$ cat config.mk
export PLATFORM = sky130hd
export DESIGN_NAME = cise_exec
export DESIGN_NICKNAME = d
export VERILOG_FILES = /design/src/rtl/cise_pkg.sv /design/src/rtl/cise_core_if.sv /design/src/rtl/cise_file_bank.sv /design/src/rtl/cise_return_stack.sv /design/src/rtl/cise_exec.sv
export SDC_FILE = /design/constraint.sdc
export NUM_CORES = 2
export LEC_CHECK = 0
export ABC_CLOCK_PERIOD_IN_PS = 8260
export BUFFER_PORTS_ARGS = -buffer_cell sky130_fd_sc_hd__buf_2
export CAP_MARGIN = 20
export CORE_ASPECT_RATIO = 0.7
export CORE_MARGIN = 1
export CORE_UTILIZATION = 28
export DETAILED_ROUTE_END_ITERATION = 8
export PLACE_DENSITY = 0.47
export SYNTH_ARGS = -nofsm -noshare
export SYNTH_HDL_FRONTEND = slang
export SYNTH_SLANG_ARGS = --single-unit
$ cat constraint.sdc
create_clock -name pclk -period 8.26 [get_ports pclk]
set_input_delay 1.652 -clock pclk [delete_from_list [all_inputs] [get_ports pclk]]
set_output_delay 1.652 -clock pclk [all_outputs]
set_load 0.02 [all_outputs]
$ cat src/rtl/cise_pkg.sv
/*
  Shared constants and types of the instruction subset executor: register
  offsets, field positions, reset values, opcode encoding, execution states.
  Assumes a 32-bit APB with byte addresses on an 8-bit address bus.
*/
package cise_pkg;

  // Register byte offsets
  localparam logic [7:0] OFS_INSTR = 8'h00;
  localparam logic [7:0] OFS_WREG = 8'h04;
  localparam logic [7:0] OFS_STATUS = 8'h08;
  localparam logic [7:0] OFS_PC = 8'h0c;
  localparam logic [7:0] OFS_PCLATCH = 8'h10;
  localparam logic [7:0] OFS_FADDR = 8'h14;
  localparam logic [7:0] OFS_FDATA = 8'h18;
  localparam logic [7:0] OFS_TOS = 8'h1c;
  localparam logic [7:0] OFS_STKPTR = 8'h20;
  localparam logic [7:0] OFS_WATCHDOG = 8'h24;
  localparam logic [7:0] OFS_CYCLES = 8'h28;

  // Instruction word fields
  localparam int OP_MSB = 15;
  localparam int OP_LSB = 12;
  localparam int DEST_BIT = 11;
  localparam int IMM_MSB = 10;
  localparam int FADDR_MSB = 6;

  // Status field positions
  localparam int ST_ZERO_BIT = 0;
  localparam int ST_PD_BIT = 1;
  localparam int ST_TO_BIT = 2;

  // Sizes
  localparam int FILE_DEPTH = 128;
  localparam int STACK_DEPTH = 8;

  // Reset values
  localparam logic [15:0] RST_INSTR = 16'h0000;
  localparam logic [7:0] RST_WREG = 8'h00;
  localparam logic RST_ZERO = 1'b0;
  localparam logic RST_PD = 1'b1;
  localparam logic RST_TO = 1'b1;
  localparam logic [12:0] RST_PC = 13'h0000;
  localparam logic [4:0] RST_PCLATCH = 5'h00;
  localparam logic [7:0] RST_FILE = 8'h00;
  localparam logic [12:0] RST_STACK = 13'h0000;

  // Watchdog prescaler wrap value; the counter advances once per wrap
  localparam logic [7:0] PRESCALE_WRAP = 8'hff;

  typedef enum logic [3:0] {
    OP_NOP = 4'h0,
    OP_CLEAR_WATCHDOG = 4'h1,
    OP_CALL = 4'h2,
    OP_COMPLEMENT_FILE = 4'h3,
    OP_CLEAR_FILE = 4'h4,
    OP_CLEAR_WORKING = 4'h5,
    OP_DECREMENT_FILE = 4'h6,
    OP_DECREMENT_SKIP_ZERO = 4'h7
  } cise_op_t;

  typedef enum logic [1:0] {
    ST_IDLE = 2'b00,
    ST_EXEC = 2'b01,
    ST_SECOND = 2'b10
  } cise_state_t;

endpackage

$ cat src/rtl/cise_core_if.sv
/*
  Bundle between the executor and its file bank and return stack.
  Assumes all three parts run on the same clock.
*/
`timescale 1ns/1ps
interface cise_core_if;
  logic [6:0] f_raddr;
  logic [7:0] f_rdata;
  logic f_we;
  logic [6:0] f_waddr;
  logic [7:0] f_wdata;
  logic s_push;
  logic [12:0] s_data;
  logic [12:0] s_top;
  logic [2:0] s_ptr;

  modport core (
    output f_raddr, f_we, f_waddr, f_wdata, s_push, s_data,
    input f_rdata, s_top, s_ptr
  );
  modport bank (
    input f_raddr, f_we, f_waddr, f_wdata,
    output f_rdata
  );
  modport stack (
    input s_push, s_data,
    output s_top, s_ptr
  );
endinterface

$ cat src/rtl/cise_file_bank.sv
/*
  File register storage, 128 bytes of flip-flops, one write and one read port.
  Assumes writes come only from the executor, one per cycle.
*/
`timescale 1ns/1ps
module cise_file_bank (
  // Clock and reset
  input wire logic pclk,
  input wire logic presetn,
  // Executor side
  cise_core_if.bank bus
);
  typedef struct packed {
    logic [cise_pkg::FILE_DEPTH-1:0][7:0] mem;
  } cise_bank_t;

  cise_bank_t r;
  cise_bank_t next_r;

  // Read is combinational so an instruction reads and writes in one cycle
  assign bus.f_rdata = r.mem[bus.f_raddr];

  always_comb
  begin
    next_r = r;
    if (bus.f_we)
    begin
      next_r.mem[bus.f_waddr] = bus.f_wdata;
    end
  end

  always_ff @(posedge pclk or negedge presetn)
  begin
    if (!presetn)
    begin
      r <= {cise_pkg::FILE_DEPTH{cise_pkg::RST_FILE}};
    end
    else
    begin
      r <= next_r;
    end
  end
endmodule

$ cat src/rtl/cise_return_stack.sv
/*
  Hardware return stack of 13-bit addresses, eight entries, circular.
  Assumes pushes only; a ninth push silently overwrites the oldest entry.
*/
`timescale 1ns/1ps
module cise_return_stack (
  // Clock and reset
  input wire logic pclk,
  input wire logic presetn,
  // Executor side
  cise_core_if.stack bus
);
  typedef struct packed {
    logic [cise_pkg::STACK_DEPTH-1:0][12:0] ent;
    logic [2:0] ptr;
  } cise_stack_t;

  cise_stack_t r;
  cise_stack_t next_r;

  assign bus.s_top = r.ent[r.ptr - 3'h1];
  assign bus.s_ptr = r.ptr;

  always_comb
  begin
    next_r = r;
    if (bus.s_push)
    begin
      next_r.ent[r.ptr] = bus.s_data;
      next_r.ptr = r.ptr + 3'h1;
    end
  end

  always_ff @(posedge pclk or negedge presetn)
  begin
    if (!presetn)
    begin
      r <= {{cise_pkg::STACK_DEPTH{cise_pkg::RST_STACK}}, 3'h0};
    end
    else
    begin
      r <= next_r;
    end
  end
endmodule

$ cat src/rtl/cise_exec.sv
/*
  Executor for a subset of an 8-bit core's instructions, with an APB slave
  for issue and inspection. One pclk cycle is one instruction cycle.
  Assumes an APB master on pclk; file bank and return stack are instantiated.
*/
// Operation
// - Clearing the watchdog zeroes its counter and its prescaler, with no operands.
// - Clearing the watchdog sets the timeout and powerdown flags and no other status bit.
// - A call first pushes the current program counter plus one onto the return stack.
// - A call loads PC bits 10..0 from its immediate and PC bits 12..11 from latch bits 4..3.
// - A call takes two instruction cycles and leaves the status flags alone.
// - Complement inverts the addressed file register's value, routes it and updates the zero flag.
// - A destination bit of 0 sends the result to the working register, 1 to the file.
// - Clear-file zeroes the addressed file register and always sets the zero flag.
// - Clear-working zeroes the working register and always sets the zero flag.
// - Decrement subtracts one from the file register, routes it and updates the zero flag.
// - Decrement-and-skip subtracts one, routes it and leaves all status flags alone.
// - A zero result of decrement-and-skip turns the next instruction into a no-operation.
`timescale 1ns/1ps
module cise_exec (
  // Clock and reset
  input wire logic pclk,
  input wire logic presetn,
  // APB slave
  input wire logic psel,
  input wire logic penable,
  input wire logic pwrite,
  input wire logic [7:0] paddr,
  input wire logic [31:0] pwdata,
  output logic [31:0] prdata,
  output logic pready,
  output logic pslverr
);
  typedef struct packed {
    logic pready;
    logic pslverr;
    logic [31:0] prdata;
    cise_pkg::cise_state_t st;
    logic [15:0] instr;
    logic [7:0] wreg;
    logic zero_flag;
    logic powerdown_flag;
    logic timeout_flag;
    logic [12:0] pc;
    logic [4:0] pc_high_latch;
    logic [6:0] faddr;
    logic [7:0] prescaler;
    logic [7:0] watchdog_counter;
    logic [31:0] cycles;
    logic skip;
  } cise_exec_t;

  localparam cise_exec_t RST = '{
    pready: 1'b0,
    pslverr: 1'b0,
    prdata: 32'h0000_0000,
    st: cise_pkg::ST_IDLE,
    instr: cise_pkg::RST_INSTR,
    wreg: cise_pkg::RST_WREG,
    zero_flag: cise_pkg::RST_ZERO,
    powerdown_flag: cise_pkg::RST_PD,
    timeout_flag: cise_pkg::RST_TO,
    pc: cise_pkg::RST_PC,
    pc_high_latch: cise_pkg::RST_PCLATCH,
    faddr: 7'h00,
    prescaler: 8'h00,
    watchdog_counter: 8'h00,
    cycles: 32'h0000_0000,
    skip: 1'b0
  };

  cise_exec_t r;
  cise_exec_t next_r;

  cise_core_if core_bus ();

  cise_file_bank u_bank (
    .pclk(pclk),
    .presetn(presetn),
    .bus(core_bus.bank)
  );

  cise_return_stack u_stack (
    .pclk(pclk),
    .presetn(presetn),
    .bus(core_bus.stack)
  );

  assign prdata = r.prdata;
  assign pready = r.pready;
  assign pslverr = r.pslverr;

  always_comb
  begin
    logic [7:0] res;
    logic route;
    logic dest;
    logic [6:0] faddr_op;
    cise_pkg::cise_op_t op;
    logic take;
    logic commit;
    logic mapped;

    res = 8'h00;
    route = 1'b0;
    dest = r.instr[cise_pkg::DEST_BIT];
    faddr_op = r.instr[cise_pkg::FADDR_MSB:0];
    op = cise_pkg::cise_op_t'(r.instr[cise_pkg::OP_MSB:cise_pkg::OP_LSB]);
    take = psel && penable && !r.pready;
    commit = psel && penable && pwrite && r.pready;
    mapped = 1'b0;
    next_r = r;
    next_r.pready = 1'b0;
    next_r.pslverr = 1'b0;
    // Software sees the file through faddr except while an instruction runs
    core_bus.f_raddr = (r.st == cise_pkg::ST_EXEC) ? faddr_op : r.faddr;
    core_bus.f_we = 1'b0;
    core_bus.f_waddr = faddr_op;
    core_bus.f_wdata = 8'h00;
    core_bus.s_push = 1'b0;
    core_bus.s_data = r.pc + 13'h0001;

    // Free-running watchdog; an executed clear below overrides the count
    next_r.prescaler = r.prescaler + 8'h01;
    if (r.prescaler == cise_pkg::PRESCALE_WRAP)
    begin
      next_r.watchdog_counter = r.watchdog_counter + 8'h01;
    end

    // Word offsets of the map; any other address is refused with pslverr
    case (paddr)
      cise_pkg::OFS_INSTR, cise_pkg::OFS_WREG, cise_pkg::OFS_STATUS,
      cise_pkg::OFS_PC, cise_pkg::OFS_PCLATCH, cise_pkg::OFS_FADDR,
      cise_pkg::OFS_FDATA, cise_pkg::OFS_TOS, cise_pkg::OFS_STKPTR,
      cise_pkg::OFS_WATCHDOG, cise_pkg::OFS_CYCLES: mapped = 1'b1;
      default: mapped = 1'b0;
    endcase

    unique case (r.st)
      cise_pkg::ST_IDLE:
      begin
        // Accesses wait in the access phase while an instruction is running
        if (take)
        begin
          next_r.pready = 1'b1;
          next_r.prdata = 32'h0000_0000;
          next_r.pslverr = !mapped;
          if (!pwrite)
          begin
            unique case (paddr)
              cise_pkg::OFS_INSTR: next_r.prdata = {16'h0000, r.instr};
              cise_pkg::OFS_WREG: next_r.prdata = {24'h000000, r.wreg};
              cise_pkg::OFS_STATUS:
              begin
                next_r.prdata[cise_pkg::ST_ZERO_BIT] = r.zero_flag;
                next_r.prdata[cise_pkg::ST_PD_BIT] = r.powerdown_flag;
                next_r.prdata[cise_pkg::ST_TO_BIT] = r.timeout_flag;
              end
              cise_pkg::OFS_PC: next_r.prdata = {19'h00000, r.pc};
              cise_pkg::OFS_PCLATCH: next_r.prdata = {27'h0000000, r.pc_high_latch};
              cise_pkg::OFS_FADDR: next_r.prdata = {25'h0000000, r.faddr};
              cise_pkg::OFS_FDATA: next_r.prdata = {24'h000000, core_bus.f_rdata};
              cise_pkg::OFS_TOS: next_r.prdata = {19'h00000, core_bus.s_top};
              cise_pkg::OFS_STKPTR: next_r.prdata = {29'h00000000, core_bus.s_ptr};
              cise_pkg::OFS_WATCHDOG:
                next_r.prdata = {16'h0000, r.prescaler, r.watchdog_counter};
              cise_pkg::OFS_CYCLES: next_r.prdata = r.cycles;
              default: ;
            endcase
          end
        end

        // Writes land at the edge that samples pready, while the master still holds them
        if (commit && mapped)
        begin
          unique case (paddr)
            cise_pkg::OFS_INSTR:
            begin
              next_r.instr = pwdata[15:0];
              next_r.st = cise_pkg::ST_EXEC;
            end
            cise_pkg::OFS_WREG: next_r.wreg = pwdata[7:0];
            cise_pkg::OFS_STATUS:
            begin
              next_r.zero_flag = pwdata[cise_pkg::ST_ZERO_BIT];
              next_r.powerdown_flag = pwdata[cise_pkg::ST_PD_BIT];
              next_r.timeout_flag = pwdata[cise_pkg::ST_TO_BIT];
            end
            cise_pkg::OFS_PC: next_r.pc = pwdata[12:0];
            cise_pkg::OFS_PCLATCH: next_r.pc_high_latch = pwdata[4:0];
            cise_pkg::OFS_FADDR: next_r.faddr = pwdata[6:0];
            cise_pkg::OFS_FDATA:
            begin
              core_bus.f_we = 1'b1;
              core_bus.f_waddr = r.faddr;
              core_bus.f_wdata = pwdata[7:0];
            end
            // Read-only words ignore writes without an error
            cise_pkg::OFS_TOS, cise_pkg::OFS_STKPTR,
            cise_pkg::OFS_WATCHDOG, cise_pkg::OFS_CYCLES: ;
            default: ;
          endcase
        end
      end

      cise_pkg::ST_EXEC:
      begin
        // One pass through this state is one instruction cycle
        next_r.st = cise_pkg::ST_IDLE;
        next_r.cycles = r.cycles + 32'h0000_0001;
        next_r.pc = r.pc + 13'h0001;
        if (r.skip)
        begin
          // Discarded instruction runs as a no-operation
          // A pending skip swallows the next issued word, a call included
          next_r.skip = 1'b0;
        end
        else
        begin
          unique case (op)
            cise_pkg::OP_NOP: ;
            cise_pkg::OP_CLEAR_WATCHDOG:
            begin
              next_r.watchdog_counter = 8'h00;
              next_r.prescaler = 8'h00;
              next_r.timeout_flag = 1'b1;
              next_r.powerdown_flag = 1'b1;
            end
            cise_pkg::OP_CALL:
            begin
              // s_data already holds PC plus one; the stack takes it at this edge
              core_bus.s_push = 1'b1;
              next_r.pc = {r.pc_high_latch[4:3], r.instr[cise_pkg::IMM_MSB:0]};
              next_r.st = cise_pkg::ST_SECOND;
            end
            cise_pkg::OP_COMPLEMENT_FILE:
            begin
              res = ~core_bus.f_rdata;
              route = 1'b1;
              next_r.zero_flag = (res == 8'h00);
            end
            cise_pkg::OP_CLEAR_FILE:
            begin
              core_bus.f_we = 1'b1;
              core_bus.f_wdata = 8'h00;
              next_r.zero_flag = 1'b1;
            end
            cise_pkg::OP_CLEAR_WORKING:
            begin
              next_r.wreg = 8'h00;
              next_r.zero_flag = 1'b1;
            end
            cise_pkg::OP_DECREMENT_FILE:
            begin
              res = core_bus.f_rdata - 8'h01;
              route = 1'b1;
              next_r.zero_flag = (res == 8'h00);
            end
            cise_pkg::OP_DECREMENT_SKIP_ZERO:
            begin
              // Status flags untouched here
              res = core_bus.f_rdata - 8'h01;
              route = 1'b1;
              next_r.skip = (res == 8'h00);
            end
            // Codes 8 to 15 run as a no-operation
            default: ;
          endcase
          if (route)
          begin
            if (dest)
            begin
              core_bus.f_we = 1'b1;
              core_bus.f_wdata = res;
            end
            else
            begin
              next_r.wreg = res;
            end
          end
        end
      end

      cise_pkg::ST_SECOND:
      begin
        // Second cycle of a call
        next_r.st = cise_pkg::ST_IDLE;
        next_r.cycles = r.cycles + 32'h0000_0001;
      end
      default: next_r.st = cise_pkg::ST_IDLE;
    endcase
  end

  always_ff @(posedge pclk or negedge presetn)
  begin
    if (!presetn)
    begin
      r <= RST;
    end
    else
    begin
      r <= next_r;
    end
  end
endmodule

==> impl_metrics.ini <==
[status]
run_status = finished, final reports clean

[synth]
syn_area_mm2 = 0.06236
postSynthAreaPerCell_um2 = 8.760
netlist.top_cell.by_area = dfrtp_1
synth.top_cells.by_count = dfrtp_1, nand2_1, a21oi_1, nor2_1, o21ai_0
count_leader_synth = dfrtp_1
synth_cells = 7119
asyncSetResetFlopFracSynth_pct = 100.0
synthTopCellsByArea = dfrtp_1, a21oi_1, nand2_1
synthesis.yosys.warnings = 0
count_of_flip_flops_with_a_built_in_enable_after_synthesis = 0
synth.distinct_cells = 94
synth.top_cell.area_share_pct = 50.80
ys.flop_type = dfrtp_1
synth_nets = 7175
yosysSeqAreaShare_pct = 50.88
ys_seq_elements = 1268

[job]
max_cap_violations = 0

[sta]
highest_clock_frequency_the_design_can_meet_mhz = 137.5
hold_violations = 0
clk_skew_ns = 0.04215
timing.final.max_slew_violations = 0
fin_crit_sh_pct = 88.07
rsz0062_at_grt = no
min_cycle_time_layout_ns = 7.274
max_slew.worst_pin.slew_ns = 1.276
setup-violations-final = 0
setup_total_negative_slack_ns = 0
slew_headroom_pct = 14.14

[route]
wire_per_inst_um = 25.76
viasPerCell = 5.504
detailedRoute.firstPassIterationCount = 6
ant_nets = 0
drtIter0Drc = 6941
drc_errors = 0
routed_wl_um = 258600
route.vias.total = 55240

[clock_tree]
cts.clk_slew.worst_paths_ns = 0.07
ctsHtreeMaxLevel = 4
postCtsResizedCells = 0
cts_post_setup_buffers_inserted = 0
cts_hold_buffers = 0
clock-sinks = 1268
clk_path_buf_depth = 4
cts_inserted_buffers = 143
clock_latency_ns = 0.81
tritoncts = done
root_buffer_master = clkbuf_16

[cells_and_area]
area_delta_synth_final_pct = 14.12
finish.utilization_pct = 32.25
nNetsFinal = 7075
layout.filler_cells = 22960
post_route_cells_drive_above_1_share_pct = 10.12

[critical_path]
critical_path.startpoint_type = flip-flop
reg2reg_setup_slack_ns = 0.99
worst_r2r_startpoint = r[102]
worst_case_reg_to_reg_path_depth = 17
worst_ep_arrival_time_ns = 7.89
rr_endpoint = u_bank.r[631]
timing.critical_path.fanout_max = 43
critical_path_required_ns = 8.88
endpoint_kind = flip-flop
criticalPathCategory = reg2reg

[placement]
place_congestion = 0.9011
half_perimeter_wire_length_of_the_detailed_placement_result_um = 167800
buffer_ports.inserted = 62

[grt]
grt_overflow = 0
antenna_violations_before_repair = 15
global_route.usage.total_pct = 22.54
grt_pass1_wl_um = 374600
grt_max_degree = 170
via_count_of_the_first_global_routing_pass = 51140

[hold_path]
worstHoldStart = prdata[13]
hold_class = reg2reg
number_of_cells_on_the_worst_hold_path = 2
timing.hold.worst_endpoint = prdata[13]

[floorplanning]
die_outline_area_mm2 = 0.2247
core_region_area_mm2 = 0.2207
die_h_um = 396.9
initial_utilization_pct = 28.26
die-width_um = 566.1
count_of_boundary_i_o_pins = 79
rows = 144

[power_and_ir_drop]
p_leak_uw = 0.03000
power-per-cell-area_mw_per_mm2 = 179.4
ir_drop_mv = 0.1395
-- cells in the final DEF (no fill, tap or decap), types with 23 or more instances in the layout --
| master | count |
|---|---|
| o221ai_1 | 40 |
| and3_1 | 30 |
| nor2_1 | 952 |
| buf_2 | 61 |
| o21ai_0 | 509 |
| xor2_1 | 28 |
| a21boi_0 | 118 |
| clkbuf_1 | 27 |
| nor4_1 | 44 |
| nand3_1 | 114 |
| clkinv_2 | 27 |
| clkbuf_16 | 146 |
| mux2i_1 | 89 |
| xnor2_1 | 36 |
| mux4_2 | 26 |
| o211ai_1 | 39 |
| buf_4 | 228 |
| o22ai_1 | 131 |
| a211oi_1 | 149 |
| o21ai_1 | 58 |
| nand2_1 | 1132 |
| clkbuf_8 | 31 |
| nor3_1 | 114 |
| buf_12 | 45 |
| dfrtp_1 | 1261 |
| o21bai_1 | 25 |
| a22oi_1 | 138 |
| nand4_1 | 24 |
| a21oi_1 | 976 |
| mux2_2 | 36 |
| buf_6 | 23 |
| a31oi_1 | 43 |
| a22o_1 | 37 |
| inv_1 | 67 |
-- logic make-up (layout without fill, tap and decap cells) --
logic type      count (synthesis)  in the layout  synth area share (%)
buf+inv                       670            667                 5.038
fa+ha+maj                      11             11                0.2207
other cells                     0              1                     0
compound gates               2407           2407                 22.94
simple gates                 2537           2537                 16.76
flops                        1268           1268                 50.88
mux                           161            161                 3.242
xor+xnor                       65             65                0.9128
-- layer usage --
metal,share of wire [%],global-route usage [%],routed length (um)
met5,0.0070,0,18
met4,2.4,5.299,6082
met1,49,35.19,125500
met3,10,5.620,26410
met2,39,30.32,100600
-- final cells by class --
type	instances	area (um2)	share of cell area, %
antenna	1	2.502	0.003516
tap	2920	3654	5.133
clock inverter	38	341.6	0.4799
sequential	1268	31750	44.61
multi-input combinational	5181	27810	39.08
timing repair buffer	357	3177	4.464
clock buffer	204	4182	5.875
inverter	68	255.2	0.3586
-- how the worst max path moves through the flow --
| stage | startpoint | to | slack (ns) | cells past startpoint |
|---|---|---|---|---|
| final | r[102] | u_bank.r[631] | 0.99 | 17 |
| after CTS | r[102] | u_bank.r[1023] | 1.33 | 17 |
| after global routing | r[102] | u_bank.r[683] | 1.00 | 16 |
| after global placement | r[102] | u_bank.r[759] | 1.42 | 17 |
| after floorplan | paddr[7] | u_bank.r[85] | 3.97 | 13 |
| after detailed placement | r[102] | u_bank.r[751] | 1.38 | 17 |
-- sequential cells by signal, indices dropped and copies added (netlist names) --
| register | count |
|---|---|
| prdata | 32 |
| pready | 1 |
| pslverr | 1 |
| r | 103 |
| u_bank.r | 1024 |
| u_stack.bus.s_ptr | 3 |
| u_stack.r | 104 |
-- report_power, final --
part	switching (uW)	leakage [uW]	internal, uW
logic	154	0.0101	20.3
clock network	2710	0.00225	3670
registers	0.861	0.0176	6210
total	2860	0.0300	9900
-- stage by stage --
stage	cells	instance area (um2)	worst slack (ns)	power (uW)	hold WS, ns
finish	10040	71170	0.9857	12770	0.4761
CTS	9997	70820	1.334	12900	0.4763
floorplan	7119	62360	3.967	6344	0.4400
global route	10040	71170	1.001	13160	0.4992
detailed placement	9755	66300	1.379	6509	0.4622
global placement	9743	66180	1.423	6508	0.4572
-- critical path, stage by stage (launching register included) --
cell	delay (ns)
dfrtp_1	0.36
inv_1	0.13
ha_4	0.40
buf_4	0.50
mux2i_4	1.03
buf_4	0.37
a211oi_1	0.10
nor4_1	0.90
o211ai_1	0.42
nand4_1	0.46
o21ai_1	0.20
a221oi_4	0.67
nor4_2	0.14
xnor2_1	0.17
a222oi_1	0.43
buf_4	0.31
buf_12	0.28
a21oi_1	0.12
Power figures use the tool's default switching activity.
